### src/rtl/cmb_pkg.sv
// Constants and types for the message buffer control block.
// Assumes a 20 MHz system clock and a 16-bit register port.
package cmb_pkg;
  localparam int NBUF = 4;
  localparam int AW = 8;
  localparam int DW = 16;
  localparam int IDW = 29;
  // Register word addresses
  localparam logic [7:0] A_CLK_SEL = 8'h00;
  localparam logic [7:0] A_GLB_CTRL = 8'h01;
  localparam logic [7:0] A_MOD_CTRL = 8'h02;
  localparam logic [7:0] A_ERR_CNT = 8'h03;
  localparam logic [7:0] A_BUS_INFO = 8'h04;
  localparam logic [7:0] A_MB_CTRL = 8'h10;
  localparam logic [7:0] A_MB_CONF = 8'h20;
  // Buffer control read fields
  localparam int B_MUC = 13;
  localparam int B_MOW = 4;
  localparam int B_IE = 3;
  localparam int B_DN = 2;
  localparam int B_TRQ = 1;
  localparam int B_RDY = 0;
  // Buffer control write fields
  localparam int W_SET_IE = 11;
  localparam int W_SET_TRQ = 9;
  localparam int W_SET_RDY = 8;
  localparam int W_CLR_MOW = 4;
  localparam int W_CLR_IE = 3;
  localparam int W_CLR_DN = 2;
  localparam int W_CLR_TRQ = 1;
  localparam int W_CLR_RDY = 0;
  // Buffer config fields
  localparam int C_IN_USE = 0;
  localparam int C_TYPE_LO = 3;
  localparam int C_RTR = 6;
  localparam logic [2:0] TYPE_TX = 3'h0;
  localparam logic [7:0] CONF_MASK = 8'h79;
  // Global and module control fields
  localparam int G_GOM = 0;
  localparam int M_ERROR_COUNTER_CLEAR_REQUEST = 8;
  localparam logic [3:0] PRESC_RST = 4'h0;
  localparam logic [2:0] OPM_INIT = 3'h0;
  localparam logic [2:0] OPM_NORMAL = 3'h1;
  localparam logic [2:0] OPM_ABT = 3'h2;
  localparam logic [2:0] OPM_RXONLY = 3'h3;
  localparam logic [2:0] OPM_SHOT = 3'h4;
  localparam logic [2:0] OPM_TEST = 3'h5;
  localparam logic [15:0] ZERO16 = 16'h0000;
  localparam logic [7:0] CNT_MAX = 8'hff;

  typedef enum logic [2:0] {
    ST_INIT = 3'h1,
    ST_RUN = 3'h2,
    ST_PEND = 3'h4
  } cmb_mode_e;

  typedef struct packed {
    logic buffer_update_in_progress;
    logic overwrite_occurred;
    logic ie;
    logic dn;
    logic transmit_request;
    logic rdy;
    logic irq;
  } cmb_buf_s;
endpackage

### src/rtl/cmb_top.sv
// Message buffer control, mode control and transmit selection.
// Assumes a protocol engine drives the store, transmit and error
// events as one-cycle pulses on the system clock.
//
// The placing of the registers and the plain strobed port are this design's own decisions.
`timescale 1ns/10ps

// How it works
// - Update flag high only while storing
// - Overwrite flag on data frame over stored
// - Interrupt enable gates buffer completion request
// - Frame-stored flag shows a stored frame
// - Transmit request flag shows pending transmission
// - Ready buffer ignores interrupt enable and config writes
// - Set/clear pair 11/3 drives interrupt enable
// - Set/clear pair 9/1 drives transmit request
// - Set/clear pair 8/0 drives ready
// - Bits 4 and 2 clear overwrite, stored
// - Control register reset all zero
// - Mode changes pass through initialisation
// - Init request waits for interframe space
// - Error clear request in init clears counters
// - Highest priority pending transmit buffer chosen
module cmb_top (
  input wire logic i_clk,
  input wire logic i_rst,
  input wire logic i_ce,
  input wire logic [7:0] i_addr,
  input wire logic [15:0] i_wdata,
  input wire logic i_wr,
  input wire logic i_rd,
  output logic [15:0] o_rdata,
  input wire logic i_bus_busy,
  input wire logic [3:0] i_store_start,
  input wire logic [3:0] i_store_end,
  input wire logic i_store_remote,
  input wire logic [3:0] i_tx_end,
  input wire logic i_tx_ok,
  input wire logic [3:0][28:0] i_buf_id,
  input wire logic [3:0] i_buf_ide,
  input wire logic i_tec_inc,
  input wire logic i_rec_inc,
  input wire logic i_err_evt,
  input wire logic [2:0] i_err_code,
  output logic [3:0] o_buf_irq,
  output logic [3:0] o_buf_rdy,
  output logic [3:0] o_buf_trq,
  output logic o_tx_valid,
  output logic [1:0] o_tx_sel,
  output logic [2:0] o_operating_mode_field,
  output logic o_gom,
  output logic [3:0] o_prescale
);
  typedef struct packed {
    logic [3:0] presc;
    logic global_operation_enable;
    logic [2:0] operating_mode_field;
    cmb_pkg::cmb_mode_e st;
    logic [7:0] tec;
    logic [7:0] rec;
    logic [2:0] info;
    logic [3:0][7:0] cfg;
    logic [15:0] rdata;
    logic tx_valid;
    logic [1:0] tx_sel;
  } cmb_top_s;

  cmb_top_s q, d;
  logic [3:0][15:0] mb_ctrl;
  logic [3:0] mb_wr;
  logic [3:0] st_ok;
  logic [3:0] st_start;
  logic [3:0] st_end;
  logic [3:0] rdy;
  logic [3:0] transmit_request;
  logic [3:0] irq;

  // Controller may only write a buffer that is in use and ready
  always_comb begin
    for (int m = 0; m < cmb_pkg::NBUF; m++) begin
      st_ok[m] = rdy[m] & q.cfg[m][cmb_pkg::C_IN_USE];
      st_start[m] = i_store_start[m] & st_ok[m];
      st_end[m] = i_store_end[m] & st_ok[m];
      mb_wr[m] = i_wr &&
        (i_addr == cmb_pkg::A_MB_CTRL + 8'(m));
    end
  end

  genvar g;
  generate
    for (g = 0; g < cmb_pkg::NBUF; g++) begin : g_buf
      cmb_buf_ctrl u_buf (
        .i_clk(i_clk),
        .i_rst(i_rst),
        .i_ce(i_ce),
        .i_wr(mb_wr[g]),
        .i_wdata(i_wdata),
        .i_store_start(st_start[g]),
        .i_store_end(st_end[g]),
        .i_store_remote(i_store_remote),
        .i_tx_end(i_tx_end[g]),
        .i_tx_ok(i_tx_ok),
        .o_ctrl(mb_ctrl[g]),
        .o_rdy(rdy[g]),
        .o_trq(transmit_request[g]),
        .o_irq(irq[g])
      );
    end
  endgenerate

  // Arbitration key: lower value wins, as on the wire
  function automatic logic [31:0] arb_key(input logic [28:0] id,
                                          input logic ide,
                                          input logic rtr);
    logic [31:0] k;
    k = '0;
    if (ide) begin
      k = {id[28:18], 1'b1, 1'b1, id[17:0], rtr};
    end else begin
      k = {id[28:18], rtr, 1'b0, 18'h0_0000, 1'b0};
    end
    return k;
  endfunction

  logic [3:0] tx_cand;
  logic [31:0] best_key;
  logic [31:0] cur_key;
  logic [1:0] best_idx;
  logic best_any;
  logic tx_allowed;

  always_comb begin
    tx_allowed = (q.st != cmb_pkg::ST_INIT) &&
      (q.operating_mode_field != cmb_pkg::OPM_RXONLY);
    best_key = '1;
    best_idx = 2'h0;
    best_any = 1'b0;
    cur_key = '0;
    for (int m = 0; m < cmb_pkg::NBUF; m++) begin
      tx_cand[m] = tx_allowed & transmit_request[m] & rdy[m] &
        q.cfg[m][cmb_pkg::C_IN_USE] &
        (q.cfg[m][cmb_pkg::C_TYPE_LO +: 3] == cmb_pkg::TYPE_TX);
      cur_key = arb_key(i_buf_id[m], i_buf_ide[m],
                        q.cfg[m][cmb_pkg::C_RTR]);
      if (tx_cand[m] && (!best_any || cur_key < best_key)) begin
        best_key = cur_key;
        best_idx = 2'(m);
        best_any = 1'b1;
      end
    end
  end

  logic [2:0] req_mode;
  logic req_valid;
  logic mod_wr;

  always_comb begin
    d = q;
    d.rdata = cmb_pkg::ZERO16;
    d.tx_valid = best_any;
    d.tx_sel = best_idx;
    req_mode = i_wdata[2:0];
    req_valid = (req_mode != cmb_pkg::OPM_INIT) &&
      (req_mode <= cmb_pkg::OPM_TEST);
    mod_wr = i_wr && (i_addr == cmb_pkg::A_MOD_CTRL);

    // Clock choice is frozen once the module is enabled
    if (i_wr && i_addr == cmb_pkg::A_CLK_SEL && !q.global_operation_enable) begin
      d.presc = i_wdata[3:0];
    end
    if (i_wr && i_addr == cmb_pkg::A_GLB_CTRL) begin
      d.global_operation_enable = i_wdata[cmb_pkg::G_GOM];
    end
    for (int m = 0; m < cmb_pkg::NBUF; m++) begin
      if (i_wr && i_addr == cmb_pkg::A_MB_CONF + 8'(m) &&
          !rdy[m]) begin
        d.cfg[m] = i_wdata[7:0] & cmb_pkg::CONF_MASK;
      end
    end

    // Error counters run only outside initialisation
    if (q.st != cmb_pkg::ST_INIT) begin
      if (i_tec_inc && q.tec != cmb_pkg::CNT_MAX) begin
        d.tec = q.tec + 8'h01;
      end
      if (i_rec_inc && q.rec != cmb_pkg::CNT_MAX) begin
        d.rec = q.rec + 8'h01;
      end
      if (i_err_evt) begin
        d.info = i_err_code;
      end
    end

    case (q.st)
      cmb_pkg::ST_INIT: begin
        if (mod_wr && q.global_operation_enable && req_valid) begin
          d.operating_mode_field = req_mode;
          d.st = cmb_pkg::ST_RUN;
        end
        if (mod_wr && i_wdata[cmb_pkg::M_ERROR_COUNTER_CLEAR_REQUEST]) begin
          d.tec = 8'h00;
          d.rec = 8'h00;
          d.info = 3'h0;
        end
      end
      cmb_pkg::ST_RUN: begin
        // Direct change between two run modes is refused
        if (mod_wr && req_mode == cmb_pkg::OPM_INIT) begin
          if (i_bus_busy) begin
            d.st = cmb_pkg::ST_PEND;
          end else begin
            d.st = cmb_pkg::ST_INIT;
            d.operating_mode_field = cmb_pkg::OPM_INIT;
          end
        end
      end
      cmb_pkg::ST_PEND: begin
        if (!i_bus_busy) begin
          d.st = cmb_pkg::ST_INIT;
          d.operating_mode_field = cmb_pkg::OPM_INIT;
        end
      end
      default: begin
        d.st = cmb_pkg::ST_INIT;
        d.operating_mode_field = cmb_pkg::OPM_INIT;
      end
    endcase

    // Disabling the module drops it straight into initialisation
    if (!q.global_operation_enable) begin
      d.st = cmb_pkg::ST_INIT;
      d.operating_mode_field = cmb_pkg::OPM_INIT;
    end

    if (i_rd) begin
      if (i_addr == cmb_pkg::A_CLK_SEL) begin
        d.rdata = {12'h000, q.presc};
      end else if (i_addr == cmb_pkg::A_GLB_CTRL) begin
        d.rdata = {15'h0000, q.global_operation_enable};
      end else if (i_addr == cmb_pkg::A_MOD_CTRL) begin
        d.rdata = {13'h0000, q.operating_mode_field};
      end else if (i_addr == cmb_pkg::A_ERR_CNT) begin
        d.rdata = {q.rec, q.tec};
      end else if (i_addr == cmb_pkg::A_BUS_INFO) begin
        d.rdata = {13'h0000, q.info};
      end else if (i_addr >= cmb_pkg::A_MB_CTRL &&
                   i_addr < cmb_pkg::A_MB_CTRL + 8'h04) begin
        d.rdata = mb_ctrl[i_addr[1:0]];
      end else if (i_addr >= cmb_pkg::A_MB_CONF &&
                   i_addr < cmb_pkg::A_MB_CONF + 8'h04) begin
        d.rdata = {8'h00, q.cfg[i_addr[1:0]]};
      end else begin
        d.rdata = cmb_pkg::ZERO16;
      end
    end
  end

  always_ff @(posedge i_clk) begin
    if (i_rst) begin
      q.presc <= cmb_pkg::PRESC_RST;
      q.global_operation_enable <= 1'b0;
      q.operating_mode_field <= cmb_pkg::OPM_INIT;
      q.st <= cmb_pkg::ST_INIT;
      q.tec <= 8'h00;
      q.rec <= 8'h00;
      q.info <= 3'h0;
      q.cfg <= '0;
      q.rdata <= cmb_pkg::ZERO16;
      q.tx_valid <= 1'b0;
      q.tx_sel <= 2'h0;
    end else if (i_ce) begin
      q <= d;
    end
  end

  assign o_rdata = q.rdata;
  assign o_buf_irq = irq;
  assign o_buf_rdy = rdy;
  assign o_buf_trq = transmit_request;
  assign o_tx_valid = q.tx_valid;
  assign o_tx_sel = q.tx_sel;
  assign o_operating_mode_field = q.operating_mode_field;
  assign o_gom = q.global_operation_enable;
  assign o_prescale = q.presc;
endmodule // cmb_top

### src/rtl/cmb_buf_ctrl.sv
// Flag logic of one message buffer control register.
// Assumes store and transmit events are one-cycle pulses.
`timescale 1ns/10ps
module cmb_buf_ctrl (
  input wire logic i_clk,
  input wire logic i_rst,
  input wire logic i_ce,
  input wire logic i_wr,
  input wire logic [15:0] i_wdata,
  input wire logic i_store_start,
  input wire logic i_store_end,
  input wire logic i_store_remote,
  input wire logic i_tx_end,
  input wire logic i_tx_ok,
  output logic [15:0] o_ctrl,
  output logic o_rdy,
  output logic o_trq,
  output logic o_irq
);
  cmb_pkg::cmb_buf_s q, d;

  always_comb begin
    d = q;
    d.irq = 1'b0;
    if (i_tx_end) begin
      d.transmit_request = 1'b0;
      d.irq = q.ie & i_tx_ok;
    end
    if (i_wr) begin
      if (!q.rdy) begin
        if (i_wdata[cmb_pkg::W_SET_IE] && !i_wdata[cmb_pkg::W_CLR_IE]) begin
          d.ie = 1'b1;
        end else if (!i_wdata[cmb_pkg::W_SET_IE] &&
                     i_wdata[cmb_pkg::W_CLR_IE]) begin
          d.ie = 1'b0;
        end
      end
      if (i_wdata[cmb_pkg::W_SET_TRQ] && !i_wdata[cmb_pkg::W_CLR_TRQ]) begin
        d.transmit_request = 1'b1;
      end else if (!i_wdata[cmb_pkg::W_SET_TRQ] &&
                   i_wdata[cmb_pkg::W_CLR_TRQ]) begin
        d.transmit_request = 1'b0;
      end
      // Ready is locked while a frame is being stored
      if (!q.buffer_update_in_progress) begin
        if (i_wdata[cmb_pkg::W_SET_RDY] &&
            !i_wdata[cmb_pkg::W_CLR_RDY]) begin
          d.rdy = 1'b1;
        end else if (!i_wdata[cmb_pkg::W_SET_RDY] &&
                     i_wdata[cmb_pkg::W_CLR_RDY]) begin
          d.rdy = 1'b0;
        end
      end
      if (i_wdata[cmb_pkg::W_CLR_MOW]) begin
        d.overwrite_occurred = 1'b0;
      end
      if (i_wdata[cmb_pkg::W_CLR_DN]) begin
        d.dn = 1'b0;
      end
    end
    // Hardware sets come last so they win over a clear
    if (i_store_start) begin
      d.buffer_update_in_progress = 1'b1;
      d.dn = 1'b1;
      if (q.dn && !i_store_remote) begin
        d.overwrite_occurred = 1'b1;
      end
    end
    if (i_store_end) begin
      d.buffer_update_in_progress = 1'b0;
      d.dn = 1'b1;
      d.irq = q.ie;
    end
  end

  always_ff @(posedge i_clk) begin
    if (i_rst) begin
      q <= '0;
    end else if (i_ce) begin
      q <= d;
    end
  end

  always_comb begin
    o_ctrl = cmb_pkg::ZERO16;
    o_ctrl[cmb_pkg::B_MUC] = q.buffer_update_in_progress;
    o_ctrl[cmb_pkg::B_MOW] = q.overwrite_occurred;
    o_ctrl[cmb_pkg::B_IE] = q.ie;
    o_ctrl[cmb_pkg::B_DN] = q.dn;
    o_ctrl[cmb_pkg::B_TRQ] = q.transmit_request;
    o_ctrl[cmb_pkg::B_RDY] = q.rdy;
  end

  assign o_rdy = q.rdy;
  assign o_trq = q.transmit_request;
  assign o_irq = q.irq;
endmodule // cmb_buf_ctrl

### config.mk
export PLATFORM = sky130hd
export DESIGN_NAME = cmb_top
export DESIGN_NICKNAME = d
export VERILOG_FILES = /design/src/rtl/cmb_pkg.sv /design/src/rtl/cmb_top.sv /design/src/rtl/cmb_buf_ctrl.sv
export SDC_FILE = /design/constraint.sdc
export NUM_CORES = 1
export LEC_CHECK = 0
export ABC_AREA = 1
export BUFFER_PORTS_ARGS = -buffer_cell sky130_fd_sc_hd__buf_2
export CAP_MARGIN = 15
export CORE_ASPECT_RATIO = 2
export CORE_UTILIZATION = 55
export CTS_CLUSTER_SIZE = 14
export DETAILED_ROUTE_END_ITERATION = 6
export MAX_ROUTING_LAYER = met4
export PLACE_DENSITY = 0.81
export SYNTH_ARGS = -nofsm -noshare
export SYNTH_HDL_FRONTEND = slang
export SYNTH_HIERARCHICAL = 1
export SYNTH_SLANG_ARGS = --single-unit
### constraint.sdc
create_clock -name i_clk -period 7.7 [get_ports i_clk]
set_clock_uncertainty 0.2 [all_clocks]
set_input_delay 0.77 -clock i_clk [delete_from_list [all_inputs] [get_ports i_clk]]
set_output_delay 0.77 -clock i_clk [all_outputs]
set_load 0.02 [all_outputs]
==> key figures <==
Finish
  – Ant. Diodes: 0
  – Layout cells sized above 1: 0.171
  – Final Util: 0.628
  – Filler Cell Count: 1564
  – Flip-flop and latch area: 1940 sq um
  – Final net count: 1842
  – Area of the multi-input gates: 5900 sq um
  – Area delta synth->final: 11.7%
  – Finished layout cell area: 10200 sq um

GRT
  – First-pass GRT wire length: 42300 um
  – GRT overflow: 0
  – Largest net degree at the start of global routing: 64
  – Initial antenna violation count: 0
  – Vias in the first global route: 9338
  – Total GRT Usage: 0.322

Timing
  – Max-slew violation count: 0
  – Hold_ws: 263 ps
  – Tcrit/Tclk final: 0.907
  – Slew headroom: 0.342
  – Final Hold Viols: 0
  – Fmax: 0.143 GHz
  – Setup_tns: 0 ps
  – Post-route minimum period: 6980 ps
  – Least-Margin Pin Slew: 980 ps
  – Setup violators final: 0
  – RSZ-0062 raised after global routing: no
  – Setup ws final: 717 ps

Routing
  – Drc violations: 0
  – Via count: 9750
  – WL/cell: 15.1 um
  – Vias/cell: 5.49
  – Drt first pass iters: 5
  – Post-Route WL: 26800 um
  – Number of routed nets with antenna violations: 0
  – DR iter-0 viols: 475

Min path
  – Hold Crit Depth: 2
  – Worst Hold End: o_rdata[14]
  – Worst min-delay path class: reg -> reg
  – Min-delay src: o_rdata[14]

Synthesis
  – Library cells used by synthesis: 55
  – EDFF count, synth: 0
  – Synth area leader: dfxtp_1
  – Synth Flop Type: dfxtp_1
  – Synth top area share: 0.212
  – Synth area leaders: dfxtp_1 21%, ha_1 14%, nand2_1 14%
  – Synth warn: 6
  – Gate Count Post-Synth: 1422
  – Async SR Flop Fraction: 0
  – Syn Std Cell Area: 9140 sq um
  – Count of state elements after synthesis: 97
  – Sequential share of the synthesized area: 0.212
  – Avg Cell Area, Syn: 6.43 sq um

Setup path
  – Worst reg2reg path endpoint: o_tx_sel[0]
  – Startpoint types: flip-flop
  – CP arrival: 7060 ps
  – WP buf/inv: 3
  – RR Startpoint: q[19]
  – Critical path's top delay family: simple AND/OR/NAND/NOR gates
  – Worst EP required: 7780 ps
  – WS Path Type: reg -> reg
  – Worst path max stage delay: 420 ps
  – CP Max Fanout: 63
  – Reg-to-reg slack, setup: 720 ps
  – Worst path slowest cell: dfxtp_1
  – Crit. End Element: flip-flop
  – Reg2Reg Depth: 43
  – CP most frequent cell: nand2_1

Placed design
  – Pre-CTS WS: 557 ps
  – Post-DP HPWL: 21300 um
  – Placer congestion estimate: 0.953
  – Port buffer count: 202
  – Area post-placement: 9890 sq um

Clock network
  – Clk_lat worst skew: 340 ps
  – CTS Buf Count: 9
  – Num Clock Sinks: 97
  – Max Root-Sink Buffers: 2
  – CTS tree: done
  – Clock Pin Slew Worst Setup and Hold Paths: 70 ps
  – Root Driver: clkbuf_16
  – # H-tree levels: 3

Floorplan
  – Total core area: 16300 sq um
  – Starting Density: 0.562
  – Ports: 209
  – Die Span X: 93.2 um
  – Die Span Y: 184 um
  – DIE AREA: 17200 sq um
  – Row cnt: 66

Power and ir drop
  – P_leak: 5.30 nW
  – PD cells: 110 nW/um^2
  – VDD IR max: 0.000129 V

Outcome
  – Run status: finished, final reports clean

Job
  – Max-cap violation count: 0
==> worst reg2reg max path: cells and delay by family (launching register included) <==
kind / cells / cell delay (ps)
buffers and inverters: 3 / 580
DFF: 1 / 420
and+or+nand+nor: 24 / 2620
AOI/OAI and AO/OA: 13 / 2230
adders and majority gates: 3 / 900
==> through the flow <==
stage | instances | total power, mW
global placement | 1759 | 0.692
finish | 1777 | 1.12
detailed placement | 1759 | 0.696
floorplan | 1458 | 0.632
CTS | 1773 | 1.12
global route | 1777 | 1.16
==> registers in the layout (all words and copies together) (netlist names) <==
| name | count |
|---|---|
| g_buf.u_buf/o_ctrl | 16 |
| g_buf.u_buf/o_irq | 4 |
| o_gom | 1 |
| g_buf.u_buf/o_trq | 4 |
| o_rdata | 16 |
| o_prescale | 4 |
| q | 42 |
| o_tx_sel | 2 |
| o_tx_valid | 1 |
| o_operating_mode_field | 3 |
| g_buf.u_buf/o_rdy | 4 |
==> cell usage in the layout, fill, tap and decap left out, drive strengths merged, types with 4 or more instances in the layout <==
cell type  netlist  routed
conb             4      40
buf             79     214
dfxtp           97      97
ha             102     102
o21a             4       4
nor2           109     109
o21bai           4       4
clkinv           9      10
o21ai          115     115
a31oi            4       4
inv            175     175
a211oi          17      17
nand4           14      14
nand3b           4       4
clkbuf          36      13
or2              5       5
a22oi           18      18
o22ai           13      13
nor4             4       4
o211ai           4       4
a21oi          152     152
nand2          344     344
nand3           43      43
nor3            33      33
==> synthesized netlist by cell type, types with 5 or more instances <==
cell type    n
a211oi_1    17
a21oi_1    150
a22oi_1     18
buf_4       73
clkbuf_1    36
dfxtp_1     97
ha_1       102
inv_1      174
nand2_1    329
nand2_2      8
nand2_4      7
nand3_1     40
nand4_1     14
nor2_1     108
nor3_1      33
o21ai_0    114
o22ai_1     13
or2_2        5
==> final cells by class <==
type | instances | area share
multi-input combinational | 1062 | 0.577
sequential | 97 | 0.190
timing repair buffer | 216 | 0.110
inverter | 184 | 0.0704
tap | 204 | 0.0250
clock buffer | 11 | 0.0247
clock inverter | 3 | 0.00245
==> kinds of logic (layout without fill, tap and decap cells) <==
group           after synthesis  count (layout)  share of synthesized area
compound gates              357             357                      0.222
xor+xnor                      3               3                    0.00288
fa+ha+maj                   102             102                      0.140
buf+inv                     299             414                      0.159
flops                        97              97                      0.212
other cells                   4              40                    0.00164
simple gates                560             560                      0.262
==> report_power, final <==
group          internal [mW]  switching [mW]  total [mW]
Sequential             0.506         0.00289       0.508
Combinational         0.0665           0.114       0.181
Clock                  0.235           0.195       0.430
Total                  0.807           0.312        1.12
==> how the worst max path moves through the flow <==
stage	to	from	cells after the start
floorplan	o_tx_sel[0]	i_buf_ide[0]	41
global placement	o_tx_sel[0]	q[19]	44
detailed placement	o_tx_sel[0]	q[19]	44
CTS	o_tx_sel[0]	q[19]	44
global route	o_tx_sel[1]	q[19]	44
finish	o_tx_sel[0]	q[19]	43
==> timing repair <==
item                                    4_1_cts  5_1_grt
hold buffers                                  0        0
gates resized for setup                       0        4
buffers inserted                              0        2
endpoints found under the setup margin        0        2
==> per-layer routing <==
metal / up-vias / global-route usage / routed length [um]
met5: - / - / 0
met4: 0 / 0.253 / 2090
met3: 117 / 0.0351 / 1190
met2: 348 / 0.594 / 14300
met1: 4354 / 0.292 / 9220
li1: 4931 / - / -
(Power assumes the default switching activity.)
